==> src/smpc_regs.svh <==
// constants of the sleep-mode power controller: encodings, delays, widths
// assumes inclusion by bare name from the package and design files
`ifndef SMPC_REGS_SVH
`define SMPC_REGS_SVH
`define SMPC_SM_IDLE      3'h0
`define SMPC_SM_NOISE     3'h1
`define SMPC_SM_PDOWN     3'h2
`define SMPC_SM_PSAVE     3'h3
`define SMPC_SM_STANDBY   3'h6
`define SMPC_STBY_WAKE    8'h06
`define SMPC_IRQ_HALT     8'h04
`define SMPC_CNT_W        8
`define SMPC_PINS         16
`define SMPC_CLOCK_SOURCE_FUSES_W      4
`define SMPC_BOD_OFF      3'h7
`define SMPC_ONE_CYC      8'h01
`endif

==> src/smpc_pkg.sv <==
// types shared by the sleep-mode power controller files
// assumes smpc_regs.svh on the include path
`include "smpc_regs.svh"
package smpc_pkg;
  // clock domain and oscillator enables, one bit each
  typedef struct packed {
    logic cpu;
    logic flash;
    logic io;
    logic adc;
    logic asy;
    logic main_osc;
    logic timer_osc;
  } smpc_clk_t;
  // wake-up event inputs
  typedef struct packed {
    logic ext_reset;
    logic wdt_reset;
    logic bod_reset;
    logic twi_match;
    logic irq_upper_level;
    logic irq_lower_any;
    logic t2_ovf;
    logic t2_cmp;
    logic other_irq;
  } smpc_wake_t;
  // controller states, one-hot
  typedef enum logic [3:0] {
    SMPC_RUN   = 4'h1,
    SMPC_SLEEP = 4'h2,
    SMPC_START = 4'h4,
    SMPC_HALT  = 4'h8
  } smpc_state_t;
endpackage : smpc_pkg

==> src/smpc_ctrl.sv <==
// sleep-mode power controller: entry, clock gating, wake-up, analog holds
// assumes core pulses sleep_instr once per executed sleep instruction
`timescale 1ns/1ps
`include "smpc_regs.svh"
// Function
// - select 010 plus sleep enters power-down
// - power-down stops oscillator and generated clocks
// - power-down wakes on resets, match, upper-level and lower-any interrupts
// - power-down wake waits fuse-selected start delay
// - select 011 enters power-save, timer2 async
// - timer2 wake needs its enable and global
// - power-save keeps only asynchronous timer clock
// - select 110 with crystal enters standby
// - standby wakes after six cycles
// - clock domains gated per mode
// - converter stays enabled; restart gives extended conversion
// - comparator auto-disabled in deep sleep modes
// - fuse-enabled brown-out detector stays active
// - enabled watchdog keeps running in sleep
// - reference on only when a user needs it
// - deep sleep disables input buffers except wake
// - software input disable bits always honoured
// - debug fuse keeps main clock in sleep
// - enabled idle test port leaves TDO undriven
// - sleep only when sleep enable bit set
// - interrupt wake halts four extra cycles
module smpc_ctrl (
  input  wire logic                        clk,
  input  wire logic                        rst_n,
  input  wire logic                        sleep_instr,         // one-cycle pulse
  input  wire logic                        sleep_enable_bit,
  input  wire logic [2:0]                  sleep_mode_select,
  input  wire logic                        timer2_async_select,
  input  wire logic [1:0]                  timer2_irq_mask_reg, // {cmp, ovf}
  input  wire logic                        global_irq_enable,
  input  wire logic                        crystal_clock_sel,
  input  wire logic [`SMPC_CLOCK_SOURCE_FUSES_W-1:0]    clock_source_fuses,
  input  wire logic [2:0]                  brownout_level_fuses,
  input  wire logic                        onchip_debug_fuse,
  input  wire logic                        test_port_enable_fuse,
  input  wire logic                        test_port_disable_bit,
  input  wire logic                        tap_shifting,
  input  wire logic                        tap_tdo_data,
  input  wire logic                        adc_enable,
  input  wire logic                        comparator_enable,
  input  wire logic                        comparator_uses_ref,
  input  wire logic                        watchdog_enable,
  input  wire smpc_pkg::smpc_wake_t        wake,
  input  wire logic [`SMPC_PINS-1:0]       digital_input_disable_reg_a,
  input  wire logic [`SMPC_PINS-1:0]       wake_pin_mask,
  output smpc_pkg::smpc_clk_t              clk_en_q,
  output logic                             core_halt_q,
  output logic                             irq_service_q,
  output logic                             reset_wake_q,
  output logic                             adc_on_q,
  output logic                             adc_extended_q,
  output logic                             comparator_on_q,
  output logic                             bod_on_q,
  output logic                             vref_on_q,
  output logic                             watchdog_on_q,
  output logic                             test_port_on_q,
  output logic                             tdo_o_q,
  output logic                             tdo_oe_q,
  output logic [`SMPC_PINS-1:0]            input_buf_en_q
);
  smpc_pkg::smpc_state_t state_q, state_d;  // controller state
  logic [2:0] mode_q;                         // latched sleep mode
  logic       irq_wake_q;                     // wake came from an interrupt
  logic       adc_prev_q;                     // converter enable last cycle

  // mode decode of the live select field
  wire sel_pdown   = sleep_mode_select == `SMPC_SM_PDOWN;
  wire sel_psave   = sleep_mode_select == `SMPC_SM_PSAVE;
  wire sel_standby = sleep_mode_select == `SMPC_SM_STANDBY
                     && crystal_clock_sel;
  wire sel_legal   = sleep_mode_select == `SMPC_SM_IDLE
                     || sleep_mode_select == `SMPC_SM_NOISE
                     || sel_pdown || sel_psave || sel_standby;
  // entry needs the enable bit at the instruction
  wire enter = sleep_instr && sleep_enable_bit && sel_legal;

  // latched mode decode
  wire m_idle  = mode_q == `SMPC_SM_IDLE;
  wire m_noise = mode_q == `SMPC_SM_NOISE;
  wire m_pdown = mode_q == `SMPC_SM_PDOWN;
  wire m_psave = mode_q == `SMPC_SM_PSAVE;
  wire m_stby  = mode_q == `SMPC_SM_STANDBY;
  wire m_deep  = m_pdown || m_psave || m_stby;

  // wake-up sources
  wire w_reset = wake.ext_reset || wake.wdt_reset || wake.bod_reset;
  wire w_deep  = wake.twi_match || wake.irq_upper_level
                 || wake.irq_lower_any;
  wire w_t2    = timer2_async_select && global_irq_enable
                 && ((wake.t2_ovf && timer2_irq_mask_reg[0])
                 ||  (wake.t2_cmp && timer2_irq_mask_reg[1]));
  wire w_irq   = m_deep ? (w_deep || (m_psave && w_t2))
                 : (w_deep || w_t2 || wake.other_irq);
  wire w_any   = w_reset || w_irq;

  // start delay: fuse-chosen for oscillator restart, six from standby
  wire [`SMPC_CNT_W-1:0] start_cnt =
    m_stby ? `SMPC_STBY_WAKE
    : m_deep ? {{(`SMPC_CNT_W-`SMPC_CLOCK_SOURCE_FUSES_W){1'b0}}, clock_source_fuses}
               + `SMPC_ONE_CYC
    : `SMPC_ONE_CYC;

  // delay engine, reused for start-up and interrupt halt
  wire dly_done;  // last cycle of the running delay
  wire dly_load = (state_q == smpc_pkg::SMPC_SLEEP && w_any)
                  || (state_q == smpc_pkg::SMPC_START && dly_done && irq_wake_q);
  wire [`SMPC_CNT_W-1:0] dly_cnt = state_q == smpc_pkg::SMPC_SLEEP
                                   ? start_cnt : `SMPC_IRQ_HALT;
  smpc_dly u_dly (
    .clk   (clk),
    .rst_n (rst_n),
    .load  (dly_load),
    .count (dly_cnt),
    .done  (dly_done)
  );

  // next state
  always_comb begin
    state_d = state_q;
    case (state_q)
      smpc_pkg::SMPC_RUN:   if (enter) state_d = smpc_pkg::SMPC_SLEEP;
      smpc_pkg::SMPC_SLEEP: if (w_any) state_d = smpc_pkg::SMPC_START;
      smpc_pkg::SMPC_START: if (dly_done) begin
        state_d = irq_wake_q ? smpc_pkg::SMPC_HALT : smpc_pkg::SMPC_RUN;
      end
      smpc_pkg::SMPC_HALT:  if (dly_done) state_d = smpc_pkg::SMPC_RUN;
      default:              state_d = smpc_pkg::SMPC_RUN;
    endcase
  end

  // state, mode latch and wake cause
  always_ff @(posedge clk) begin
    if (!rst_n) begin
      state_q    <= smpc_pkg::SMPC_RUN;
      mode_q     <= `SMPC_SM_IDLE;
      irq_wake_q <= 1'b0;
    end else begin
      state_q <= state_d;
      if (enter && state_q == smpc_pkg::SMPC_RUN) mode_q <= sleep_mode_select;
      if (state_q == smpc_pkg::SMPC_SLEEP && w_any) irq_wake_q <= !w_reset;
    end
  end

  // gating terms for the current state
  wire asleep = state_q == smpc_pkg::SMPC_SLEEP;
  wire starting = state_q == smpc_pkg::SMPC_START;
  wire gated  = asleep || starting;   // oscillator still settling in start
  smpc_pkg::smpc_clk_t clk_d;
  always_comb begin
    clk_d.cpu       = !gated && state_q != smpc_pkg::SMPC_HALT;
    clk_d.flash     = clk_d.cpu;
    clk_d.io        = !gated || m_idle;
    clk_d.adc       = !gated || m_idle || m_noise;
    clk_d.asy       = !gated || ((m_idle || m_noise || m_psave)
                      && timer2_async_select);
    clk_d.timer_osc = clk_d.asy;
    clk_d.main_osc  = !asleep || m_idle || m_noise || m_stby
                      || onchip_debug_fuse;
  end

  // analog keeps and test port decode
  wire bod_fuse_on = brownout_level_fuses != `SMPC_BOD_OFF;
  wire cmp_on = comparator_enable && !(asleep && m_deep);
  wire tp_on  = test_port_enable_fuse && !test_port_disable_bit;
  wire adc_on = adc_enable;

  // registered outputs
  always_ff @(posedge clk) begin
    if (!rst_n) begin
      clk_en_q        <= '1;
      core_halt_q     <= 1'b0;
      irq_service_q   <= 1'b0;
      reset_wake_q    <= 1'b0;
      adc_on_q        <= 1'b0;
      adc_prev_q      <= 1'b0;
      adc_extended_q  <= 1'b0;
      comparator_on_q <= 1'b0;
      bod_on_q        <= 1'b0;
      vref_on_q       <= 1'b0;
      watchdog_on_q   <= 1'b0;
      test_port_on_q  <= 1'b0;
      tdo_o_q         <= 1'b0;
      tdo_oe_q        <= 1'b0;
    end else begin
      clk_en_q        <= clk_d;
      core_halt_q     <= state_d != smpc_pkg::SMPC_RUN;
      irq_service_q   <= state_q == smpc_pkg::SMPC_HALT && dly_done;
      reset_wake_q    <= asleep && w_reset;
      adc_on_q        <= adc_on;
      adc_prev_q      <= adc_on;
      // extended flag set on re-enable, cleared when disabled
      if (adc_on && !adc_prev_q) adc_extended_q <= 1'b1;
      else if (!adc_on) adc_extended_q <= 1'b0;
      comparator_on_q <= cmp_on;
      bod_on_q        <= bod_fuse_on;
      vref_on_q       <= bod_fuse_on || adc_on
                         || (comparator_enable && comparator_uses_ref);
      watchdog_on_q   <= watchdog_enable;
      test_port_on_q  <= tp_on;
      tdo_o_q         <= tap_tdo_data;
      tdo_oe_q        <= tp_on && tap_shifting;
    end
  end

  // input buffers off only while both io and converter clocks stop
  wire bufs_sleep = asleep && !m_idle && !m_noise;
  genvar gi;
  generate
    for (gi = 0; gi < `SMPC_PINS; gi++) begin : g_pin
      smpc_pinbuf u_pb (
        .clk        (clk),
        .rst_n      (rst_n),
        .sw_disable (digital_input_disable_reg_a[gi]),
        .sleep_off  (bufs_sleep),
        .wake_need  (wake_pin_mask[gi]),
        .buf_en_q   (input_buf_en_q[gi])
      );
    end
  endgenerate

  // checks
  AST_PDOWN_ENTRY: assert property (@(posedge clk) disable iff (!rst_n)
    state_q == smpc_pkg::SMPC_RUN && sleep_instr && sleep_enable_bit
    && sel_pdown |=> state_q == smpc_pkg::SMPC_SLEEP && m_pdown)
    else $error("power-down not entered");
  AST_NO_SE: assert property (@(posedge clk) disable iff (!rst_n)
    state_q == smpc_pkg::SMPC_RUN && !sleep_enable_bit |=>
    state_q != smpc_pkg::SMPC_SLEEP)
    else $error("sleep without enable bit");
  AST_RESERVED: assert property (@(posedge clk) disable iff (!rst_n)
    state_q == smpc_pkg::SMPC_RUN && !sel_legal |=>
    state_q == smpc_pkg::SMPC_RUN)
    else $error("illegal mode accepted");
  AST_PDOWN_CLK: assert property (@(posedge clk) disable iff (!rst_n)
    asleep && m_pdown && !onchip_debug_fuse |=>
    !clk_en_q.main_osc && !clk_en_q.io && !clk_en_q.asy)
    else $error("clock running in power-down");
  AST_STBY_SIX: assert property (@(posedge clk) disable iff (!rst_n)
    asleep && m_stby && w_reset |=> starting [*6] ##1
    state_q == smpc_pkg::SMPC_RUN)
    else $error("standby wake not six cycles");
  AST_IRQ_HALT: assert property (@(posedge clk) disable iff (!rst_n)
    starting && dly_done && irq_wake_q |=>
    state_q == smpc_pkg::SMPC_HALT [*4] ##1 state_q == smpc_pkg::SMPC_RUN)
    else $error("interrupt halt not four cycles");
  AST_T2_GATE: assert property (@(posedge clk) disable iff (!rst_n)
    asleep && m_psave && !w_reset && !w_deep && !w_t2 |=>
    state_q == smpc_pkg::SMPC_SLEEP)
    else $error("power-save woke without source");
  AST_TDO_Z: assert property (@(posedge clk) disable iff (!rst_n)
    !tap_shifting |=> !tdo_oe_q)
    else $error("tdo driven while not shifting");
  AST_CMP_OFF: assert property (@(posedge clk) disable iff (!rst_n)
    asleep && m_deep |=> !comparator_on_q)
    else $error("comparator on in deep sleep");
  AST_VREF: assert property (@(posedge clk) disable iff (!rst_n)
    !bod_fuse_on && !adc_enable && !(comparator_enable && comparator_uses_ref)
    |=> !vref_on_q)
    else $error("reference on without user");
  // entry into the other two deep modes
  AST_PSAVE_ENTRY: assert property (@(posedge clk) disable iff (!rst_n)
    state_q == smpc_pkg::SMPC_RUN && sleep_instr && sleep_enable_bit
    && sel_psave |=> state_q == smpc_pkg::SMPC_SLEEP && m_psave)
    else $error("power-save not entered");
  // standby only with the crystal option selected
  AST_STBY_ENTRY: assert property (@(posedge clk) disable iff (!rst_n)
    state_q == smpc_pkg::SMPC_RUN && sleep_instr && sleep_enable_bit
    && sel_standby |=> state_q == smpc_pkg::SMPC_SLEEP && m_stby)
    else $error("standby not entered");
  // power-down ignores every source off the short list
  AST_PDOWN_WAKE: assert property (@(posedge clk) disable iff (!rst_n)
    asleep && m_pdown && !w_reset && !w_deep |=> asleep)
    else $error("power-down woke without source");
  // power-save leaves only the asynchronous domain
  AST_PSAVE_CLK: assert property (@(posedge clk) disable iff (!rst_n)
    asleep && m_psave |=> !clk_en_q.cpu && !clk_en_q.io && !clk_en_q.adc)
    else $error("synchronous clock in power-save");
  // idle stops processor and flash, keeps io and converter
  AST_IDLE_CLK: assert property (@(posedge clk) disable iff (!rst_n)
    asleep && m_idle |=> !clk_en_q.cpu && !clk_en_q.flash
    && clk_en_q.io && clk_en_q.adc)
    else $error("idle gating wrong");
  // noise reduction also stops io but keeps the converter
  AST_NOISE_CLK: assert property (@(posedge clk) disable iff (!rst_n)
    asleep && m_noise |=> !clk_en_q.io && clk_en_q.adc)
    else $error("noise reduction gating wrong");
  // debug fuse pins the main oscillator on
  AST_DBG_OSC: assert property (@(posedge clk) disable iff (!rst_n)
    onchip_debug_fuse |=> clk_en_q.main_osc)
    else $error("main clock off with debug fuse");
  // converter follows its enable in every mode
  AST_ADC_KEEP: assert property (@(posedge clk) disable iff (!rst_n)
    adc_enable |=> adc_on_q)
    else $error("converter dropped in sleep");
  // fuse-enabled brown-out detector never sleeps
  AST_BOD_KEEP: assert property (@(posedge clk) disable iff (!rst_n)
    bod_fuse_on |=> bod_on_q)
    else $error("brown-out detector off");
  // enabled watchdog never sleeps
  AST_WDT_KEEP: assert property (@(posedge clk) disable iff (!rst_n)
    watchdog_enable |=> watchdog_on_q)
    else $error("watchdog off in sleep");
  // either the bit or the fuse shuts the test port
  AST_TP_OFF: assert property (@(posedge clk) disable iff (!rst_n)
    test_port_disable_bit || !test_port_enable_fuse |=> !test_port_on_q)
    else $error("test port on while disabled");
  // software disable bits win in every mode
  AST_SW_DIS: assert property (@(posedge clk) disable iff (!rst_n)
    |digital_input_disable_reg_a |=>
    (input_buf_en_q & $past(digital_input_disable_reg_a)) == '0)
    else $error("disabled input buffer on");
  // deep sleep keeps only wake pins alive
  AST_DEEP_BUF: assert property (@(posedge clk) disable iff (!rst_n)
    asleep && m_deep |=> (input_buf_en_q & ~$past(wake_pin_mask)) == '0)
    else $error("input buffer on in deep sleep");
  // service strobe stands a single cycle
  AST_IRQ_PULSE: assert property (@(posedge clk) disable iff (!rst_n)
    irq_service_q |=> !irq_service_q)
    else $error("service pulse too long");
endmodule : smpc_ctrl

==> src/smpc_dly.sv <==
// down counter for wake-up delays
// assumes a synchronous active-low reset
`timescale 1ns/1ps
`include "smpc_regs.svh"
module smpc_dly (
  input  wire logic                     clk,
  input  wire logic                     rst_n,
  input  wire logic                     load,
  input  wire logic [`SMPC_CNT_W-1:0]   count,
  output logic                          done
);
  logic [`SMPC_CNT_W-1:0] cnt_q;  // cycles left
  // load wins; counts to zero and holds
  always_ff @(posedge clk) begin
    if (!rst_n) begin
      cnt_q <= '0;
    end else if (load) begin
      cnt_q <= count;
    end else if (cnt_q != '0) begin
      cnt_q <= cnt_q - 1'b1;
    end
  end
  // no load term here: the reload for the halt phase depends on done
  assign done = (cnt_q == {{(`SMPC_CNT_W-1){1'b0}}, 1'b1});
endmodule : smpc_dly

==> src/smpc_pinbuf.sv <==
// per-pin digital input buffer enable
// assumes all inputs synchronous to clk
`timescale 1ns/1ps
module smpc_pinbuf (
  input  wire logic clk,
  input  wire logic rst_n,
  input  wire logic sw_disable,
  input  wire logic sleep_off,
  input  wire logic wake_need,
  output logic      buf_en_q
);
  // software disable always wins; wake pins kept alive in sleep
  always_ff @(posedge clk) begin
    if (!rst_n) begin
      buf_en_q <= 1'b1;
    end else begin
      buf_en_q <= !sw_disable && (!sleep_off || wake_need);
    end
  end
endmodule : smpc_pinbuf

==> config.mk <==
export PLATFORM = sky130hd
export DESIGN_NAME = smpc_ctrl
export DESIGN_NICKNAME = d
export VERILOG_FILES = /design/src/smpc_pkg.sv /design/src/smpc_ctrl.sv /design/src/smpc_dly.sv /design/src/smpc_pinbuf.sv
export VERILOG_INCLUDE_DIRS = /design/src /design/src/src
export SDC_FILE = /design/constraint.sdc
export NUM_CORES = 1
export LEC_CHECK = 0
export BUFFER_PORTS_ARGS = -buffer_cell sky130_fd_sc_hd__buf_2
export CORE_UTILIZATION = 35
export DETAILED_ROUTE_END_ITERATION = 12
export RECOVER_POWER = 25
export SKIP_CTS_REPAIR_TIMING = 1
export SLEW_MARGIN = 10
export SYNTH_ARGS = -nofsm -noshare
export SYNTH_HDL_FRONTEND = slang
export SYNTH_HIERARCHICAL = 1
export SYNTH_SLANG_ARGS = --single-unit
==> constraint.sdc <==
create_clock -name clk -period 2.5 [get_ports clk]
set_input_delay 0.125 -clock clk [delete_from_list [all_inputs] [get_ports clk]]
set_output_delay 0.125 -clock clk [all_outputs]
set_load 0.1 [all_outputs]
======== Word level (Yosys, flattened, before mapping) ========
Cells that the tools add are included.
word-level totals
  flip-flop bits (word level) ............. 49
  bits of input ports ..................... 69
  output and inout bits ................... 35
  word-level logic and storage cells ...... 183
operators by class
  add/sub/neg operators ................... 2
  equal/unequal tests ..................... 17
  multiplexer cells ....................... 14
  reductions and logical operators ........ 113
operators with widths
  cell                 number
  $logic_or 1x1->1     44
  $logic_and 1x1->1    40
  $logic_not 1->1      25
  $mux 4               5
  $mux 8               2
  $pmux 4 s4           1
  $mux 5               3
  $eq 3x2->1 const B   4
  $eq 8x1->1 const B   1
  $reduce_bool 8->1    1
  $sub 8x1->8 const B  1
  $eq 3x1->1 const B   2
  $eq 3x3->1 const B   2
  $logic_not 3->1      2
  $add 4x1->5 const B  1
  $eq 4x1->1 const B   1
  $eq 4x2->1 const B   1
  $eq 4x3->1 const B   1
  $eq 4x4->1 const B   1
  $ne 4x1->1 const B   1
  $ne 4x4->1 const B   1
  $mux 1               3
  $ne 3x3->1 const B   1
  $ne 2x1->1 const B   1
  $reduce_bool 2->1    1

======== Depth between registers and ports, before layout ========
Gate-level depths: netlist (run 1).
  word-level depth ........................ 10
  mapped depth ............................ 10
  gate-level depth less buffers ........... 9

======== Hierarchy ========
Netlist (run 1), hierarchy kept.
by module, submodules not included
  module       instances  cells an instance  area each (um2)  sequential area each (um2)
  smpc_ctrl    1          122                1074.8           500.5
  smpc_pinbuf  16         3                  31.3             20.0
  smpc_dly     1          54                 495.5            160.2

======== Worst setup path before layout (run 1) ========
OpenSTA, ideal clock, no wires.
  path type ............................... register to register
  start ................................... register mode_q[1]
  end ..................................... register u_dly.cnt_q[0]
  setup time .............................. 0.119 ns
  arrival ................................. 1.795 ns
  required time ........................... 2.381 ns
  setup slack ............................. 0.586 ns
  stages on the path, launching flop included .. 10
  buffers on the path ..................... 1
  period minus slack after synthesis ...... 1.914 ns
  path through ............................ dfxtp_1 > a21boi_0 > o211ai_1 > o21ai_0 > o21ai_0 > buf_2 > inv_2 > nand4_2 > mux2i_1 > a21boi_1
between the ends
  longest elaborated chain between the ends .. 8
  elaborated cells between the ends (all ways) .. 16
  classes of those cells .................. eq/ne (3); mux (5); reduce/logical (8)
ends and longest elaborated chain
  element                                                       line                              RTL
  start, declared                                               smpc_ctrl.sv:67                   logic [2:0] mode_q;
  start signal, assigned                                        smpc_ctrl.sv:140                  mode_q <= `SMPC_SM_IDLE;
  start signal, assigned                                        smpc_ctrl.sv:144                  if (enter && state_q == smpc_pkg::SMPC_RUN) mode_q <= sleep_mode_select;
  $eq 3x2->1 (no source line)                                   --
  $logic_and 1x1->1 / $logic_or 1x1->1 (equally long branches)  smpc_ctrl.sv:97, smpc_ctrl.sv:88
  $logic_or 1x1->1, on equally long branches                    smpc_ctrl.sv:97, smpc_ctrl.sv:88
  $mux 1 (*)                                                    smpc_ctrl.sv:97                   wire w_irq = m_deep ? (w_deep || (m_psave && w_t2))
  $logic_or 1x1->1 (*)                                          smpc_ctrl.sv:99                   wire w_any = w_reset || w_irq;
  $logic_and 1x1->1 (*)                                         smpc_ctrl.sv:110                  wire dly_load = (state_q == smpc_pkg::SMPC_SLEEP && w_any)
  $logic_or 1x1->1 (*)                                          smpc_ctrl.sv:111                  || (state_q == smpc_pkg::SMPC_START && dly_done && irq_wake_q);
  net dly_load                                                  smpc_ctrl.sv:110
  $mux 8 / $reduce_bool 2->1 (equally long branches)            --
  end signal, assigned                                          smpc_dly.sv:18                    cnt_q <= count;
  end signal, assigned                                          smpc_dly.sv:20                    cnt_q <= cnt_q - 1'b1;
  end, declared                                                 smpc_dly.sv:12                    logic [`SMPC_CNT_W-1:0] cnt_q;
Mark *: on every way through the listed nets, which the timed path passes. The rest lies on a longest branch.
A chain may end at the register's enable or synchronous reset.

======== Worst setup path after layout (run 1) ========
  start ................................... register mode_q[1]
  end ..................................... register u_dly.cnt_q[3]
The elaborated chain is that of the path after synthesis.

==> results of run 1 <==
==> cells by family after synthesis <==
group                      after synthesis
AOI/OAI and AO/OA                       59
adders and majority gates                4
and+or+nand+nor                         85
muxes                                    2
buffers and inverters                   15
xor gates and xnor gates                 9
DFF                                     49
other                                    1
==> sequential cells by signal, summed over array words and instances (netlist names), 3 cells and up <==
signal and count:
g_pin.u_pb/buf_en_q 16, u_dly/cnt_q 8, clk_en_q 5, state_q 4, mode_q 3
==> power breakdown <==
part | internal [mW] | switching [mW]
combinational | 0.310 | 0.438
clock | 0.193 | 0.261
sequential | 0.867 | 0.0860
==> metal layers <==
layer | up-vias | share of wire
met3 | 9 | 0.071
met1 | 908 | 0.41
met4 | 0 | 0.020
met5 | - | 0
met2 | 61 | 0.50
li1 | 1026 | -
==> stage by stage <==
step           area, um2  cells  hold slack, ns  total power [mW]
2_1_floorplan       2080    226           0.205              1.54
3_3_place_gp        2690    400           0.297              1.69
3_5_place_dp        2690    400           0.299              1.70
4_1_cts             2770    408         -0.0337              2.16
5_1_grt             2910    424         0.00273              2.29
6_report            2910    424         0.00720              2.15
==> critical path, cell delays in order, from the launching register on <==
cell and delay [ns]:
dfxtp_1 0.44, a21boi_0 0.34, o211ai_1 0.15, o21ai_0 0.29, o21ai_0 0.21, inv_2 0.22
nand4_2 0.18, nand2_2 0.21, a211oi_1 0.06
==> area by class of cell <==
type | instances | area [um2] | share of cell area
Tap cell | 72 | 90.1 | 0.0309
Inverter | 10 | 37.5 | 0.0129
Timing Repair Buffer | 123 | 688 | 0.236
Clock inverter | 3 | 17.5 | 0.00601
Clock buffer | 5 | 68.8 | 0.0236
Sequential cell | 49 | 981 | 0.337
Multi-Input combinational cell | 162 | 1030 | 0.354
==> layout by cell type (no fill, tap or decap), drive strengths merged, types with 2 or more instances in the layout <==
cell type,count
a211oi,5
a21boi,4
a21oi,9
and2,4
and3,2
buf,95
clkbuf,17
clkinv,2
conb,3
dfxtp,49
dlygate4sd3,16
ha,4
inv,10
mux2i,2
nand2,18
nand2b,4
nand3,7
nor2,13
nor2b,18
nor3,9
nor3b,3
nor4,2
o211ai,2
o21ai,29
o31ai,2
xnor2,3
xor2,6
==> worst min path at each step <==
stage / startpoint / end / cells after the start
2_1_floorplan: rst_n / g_pin[0].u_pb/buf_en_q$_SDFF_PN1_ / 1
3_3_place_gp: test_port_disable_bit / test_port_on_q$_SDFF_PN0_ / 2
3_5_place_dp: test_port_disable_bit / test_port_on_q$_SDFF_PN0_ / 2
4_1_cts: test_port_disable_bit / test_port_on_q$_SDFF_PN0_ / 2
5_1_grt: onchip_debug_fuse / clk_en_q[1]$_SDFF_PN1_ / 2
6_report: onchip_debug_fuse / clk_en_q[1]$_SDFF_PN1_ / 2
==> results.md, run 1 <==
* Yosys reg bits at 49
* Max Slew Vio Count at 0
* Mapped Cells at 224
* Crit path max fanout at 10
* Clk_skew at 0.00717 ns
* Post-synth top cells: dfxtp_1 (49), nor2b_1 (18), o21ai_1 (18)
* Drt first-iter violations at between 60 and 70
* Die Area at 6230 um2
* IO Count at around 100
* Setup slack, reg-to-reg at 0.29 ns
* RSZ-0062 raised after global routing: no
* Critical path endpoint category: register
* Routed Wire Length at ~5.0 mm
* Drt drc at 0
* Critical Path Source: mode_q[1]$_SDFFE_PN0P_
* Largest net degree at the start of global routing at 20
* Clk pin slew, worst setup/hold paths at 0.09 ns
* Vias at 2004
* Core area at 5610 um2
* Pre-CTS setup slack at 0.303 ns
* Remaining Overflow, GRT at 0
* Final setup fails at 0
* Most common cell in the synthesized netlist: dfxtp_1
* Top cell type's share of synthesized area at 0.474
* Compound-cell area share of the yosys netlist at 0.187
* Reg2Reg Capture Point: u_dly/cnt_q[3]$_SDFFE_PN0P_
* Total iterations of the first detailed-routing run at 4
* Met2 usage at 0.268
* Row cnt at 27
* CTS Buf Count at 5
* Post-layout util at 0.519
* Xor/xnor cell area share of the yosys netlist at 0.0381
* Worst-Margin Slew at 1.17 ns
* Simple-gate share of the synthesized area at 0.233
* Drt via density at ~4.7
* Slew HR at 0.222
* Port Buf Inserts at a little over 100
* FF-to-FF path depth at 8
* CTS tree: built
* Max-cap violation count at 0
* Post-synthesis adder-cell area fraction at 0.0242
* Worst-case vdd ir drop at 0.376 mV
* Antenna cells at 0
* Initial antenna violation count at 0
* Longest Clk Path Bufs at 2
* First-pass GRT wire length at 7.71 mm
* Maximum clock rate at 0.453 GHz
* Fin. Hold Viols at 0
* Element type at the critical path start: register
* CP endpoint: u_dly/cnt_q[3]$_SDFFE_PN0P_
* # H-tree levels at 2
* Largest family of logic cells by synthesized area: simple AND/OR/NAND/NOR gates
* Die Span Y at 78.9 um
* Routed Antenna Nets at 0
* Worst EP arrival at 2.39 ns
* Syn Area/Cell at 9.24 um2
* Gr usage total at 0.159
* Mux share of post-synthesis cell area at 0.00967
* Met1 usage at 0.182
* Area Overhead vs Synth at 40.7%
* Netlist cell types at just under 50
* DPL Wire Length at 3.85 mm
* Yosys warns at 6
* Synth Flop Type: dfxtp_1
* Top Usage Layer GRT: met2
* Final worst path period share at 0.883
* Die Width at about 79 um
* Share of layout cells above drive strength 1 at 0.332
* Met3 GRT Util at 0.0563
* R2r startpoint: mode_q[1]$_SDFFE_PN0P_
* Post-synth top area cell: dfxtp_1
* Vias in the first global route at 1760
* HP Class: primary input to register
* Starting Density at 0.369
* Leakage power at between 1 and 1.5 nW
* Fillers at 560
* Cell area power density at ~740 nW/um2
* Final WS setup at 0.292 ns
* Tmin final at 2.21 ns
* Top cells by area, synth: dfxtp_1 (47%), nor2b_1 (5.4%), o21ai_1 (4.4%), nand2_1 (3.1%), xor2_1 (2.5%)
* Status: finished clean
* Root Buffer: clkbuf_8
* Sequential area share after synthesis at 0.474
* Post-synth EDFFs at 0
* Crit path kind: register to register
* Worst Path Required at 2.69 ns
* Worst-skew pair later-pin latency at 0.30 ns
* Post-synth ARST share at 0
* Gpl congestion at roughly 0.78
* TNS Setup at 0 ns
* CTS sink cnt at 49
* Synth Cell Area at 2070 um2
* Routed wire per std cell at 11.8 um
* Final net count at 424
Note: power is estimated with default switching activity, not from simulation.
==> run 2, diff against run 1 <==
Settings changed: CORE_UTILIZATION 35 to 45, PLACE_DENSITY set to 0.79.
==> results.md, run 2 (same netlist as run 1, synthesis figures left out) <==
* Status: finished clean
* Longest Clk Path Bufs at 2
* Initial antenna violation count at 0
* Post-route cell area at around 2800 um2
* CTS Buf Count at 5
* Fillers at 359
* Area Overhead vs Synth at 37.5%
* Setup slack, reg-to-reg at 0.27 ns
* Tmin final at ~2.2 ns
* RSZ-0062 raised after global routing: no
* Worst-case vdd ir drop at 0.466 mV
* Die Area at 4880 um2
* Leakage power at 1.27 nW
* Gpl congestion at 0.833
* Crit path max fanout at 10
* Worst-skew pair later-pin latency at roughly 0.30 ns
* Row cnt at 24
* Routed Wire Length at 5.12 mm
* Post-Place Cells at 378
* Maximum clock rate at about 0.45 GHz
* Critical path endpoint category: register
* Drt drc at 0
* Worst EP arrival at 2.42 ns
* Area taken by flip-flops and latches at 981 um2
* Starting Density at 0.472
* Worst-Margin Slew at 1.26 ns
* Gr usage total at 0.199
* Drt via density at 4.95
* Port Buf Inserts at 103
* Crit path kind: register to register
* Die Span Y at around 70 um
* Most frequent cells in the layout: buf_2 (92), dfxtp_1 (49), nor2b_1 (18), o21ai_1 (18), nand2_1 (17)
* Core area at 4380 um2
* Vias at 1961
* Die Width at 69.8 um
* Root Buffer: clkbuf_8
* Final net count at 416
* DPL Wire Length at roughly 3.7 mm
* # H-tree levels at 2
* TNS Setup at 0 ns
* Largest net degree at the start of global routing at 34
* Max-cap violation count at 0
* HP Class: primary input to register
* First-pass GRT wire length at ~7.7 mm
* Routed Antenna Nets at 0
* Non-filler cells, final at 396
* Final setup fails at 0
* Clk pin slew, worst setup/hold paths at 0.08 ns
* Worst Path Required at approximately 2.7 ns
* Most flops, register: g_pin.u_pb/buf_en_q
* Clk_skew at between 0.009 and 0.01 ns
* Final worst path period share at 0.891
* Top flop regs: g_pin.u_pb/buf_en_q x16, u_dly/cnt_q x8, clk_en_q x5
* IO Count at 104
* Element type at the critical path start: register
* Drt first-iter violations at between 100 and 150
* Commonest non-fill, non-tap cell in the layout: buf_2
* Cell area power density at approximately 800 nW/um2
* Routed wire per std cell at 12.9 um
* Vias in the first global route at 1865
* CTS sink cnt at 49
* Area of the multi-input gates at 1030 um2
* Remaining Overflow, GRT at 0
* Fin. Hold Viols at 0
* Total iterations of the first detailed-routing run at 4
* Largest register FFs at 16
* CTS tree: built
* Max Slew Vio Count at 0
* Share of layout cells above drive strength 1 at 0.337
* Antenna cells at 0
* DP Area at approximately 2600 um2
* Slew HR at 0.163
run 2: area by class of cell:
cell class              count  share of cell area
clock inverters             1              0.0105
repair buffers            115               0.217
well taps                  52              0.0228
clock buffers               7              0.0303
multi-input cells         162               0.362
inverters                  10              0.0132
flip-flops and latches     49               0.344
run 2: critical path, cell delays in order, from the launching register on:
cell and delay (ns):
dfxtp_1 0.36, nor4_4 0.39, and3_2 0.29, nand2_1 0.08
o21ai_0 0.26, inv_2 0.16, nand4_2 0.15, nand2_2 0.12
a211oi_1 0.31
run 2: final timing paths:
path / from / endpoint / depth (start not counted)
setup reg to reg: u_dly/cnt_q[4]$_SDFFE_PN0P_ / u_dly/cnt_q[3]$_SDFFE_PN0P_ / 8
hold / removal: digital_input_disable_reg_a[2] / g_pin[2].u_pb/buf_en_q$_SDFF_PN1_ / 2
setup / recovery: u_dly/cnt_q[4]$_SDFFE_PN0P_ / u_dly/cnt_q[3]$_SDFFE_PN0P_ / 8
hold reg to reg: adc_prev_q$_SDFF_PN0_ / adc_extended_q$_SDFFE_PN0P_ / 1
run 2: stage by stage:
stage               worst slack (ns)  hold WS, ns   util  power [mW]
floorplan                      0.586        0.205      -        1.54
global placement               0.450        0.297  0.603        1.70
detailed placement             0.337        0.299  0.603        1.71
CTS                            0.308      -0.0207  0.630        2.28
global route                  0.0815     0.000295  0.650        2.42
finish                         0.273      0.00262  0.650        2.28
run 2: where the power goes:
group	total [mW]	internal, mW	switching, mW
combinational	0.754	0.302	0.452
sequential	0.957	0.867	0.0900
clock	0.571	0.326	0.245
run 2: per-layer routing:
| metal | wire (um) | GRT usage | vias to the layer above | share of wire |
|---|---|---|---|---|
| met4 | 63 | 0.0600 | 0 | 0.012 |
| met1 | 2020 | 0.214 | 870 | 0.39 |
| met3 | 378 | 0.0712 | 6 | 0.074 |
| li1 | - | - | 1013 | - |
| met2 | 2660 | 0.362 | 72 | 0.52 |
| met5 | 0 | 0 | - | 0 |
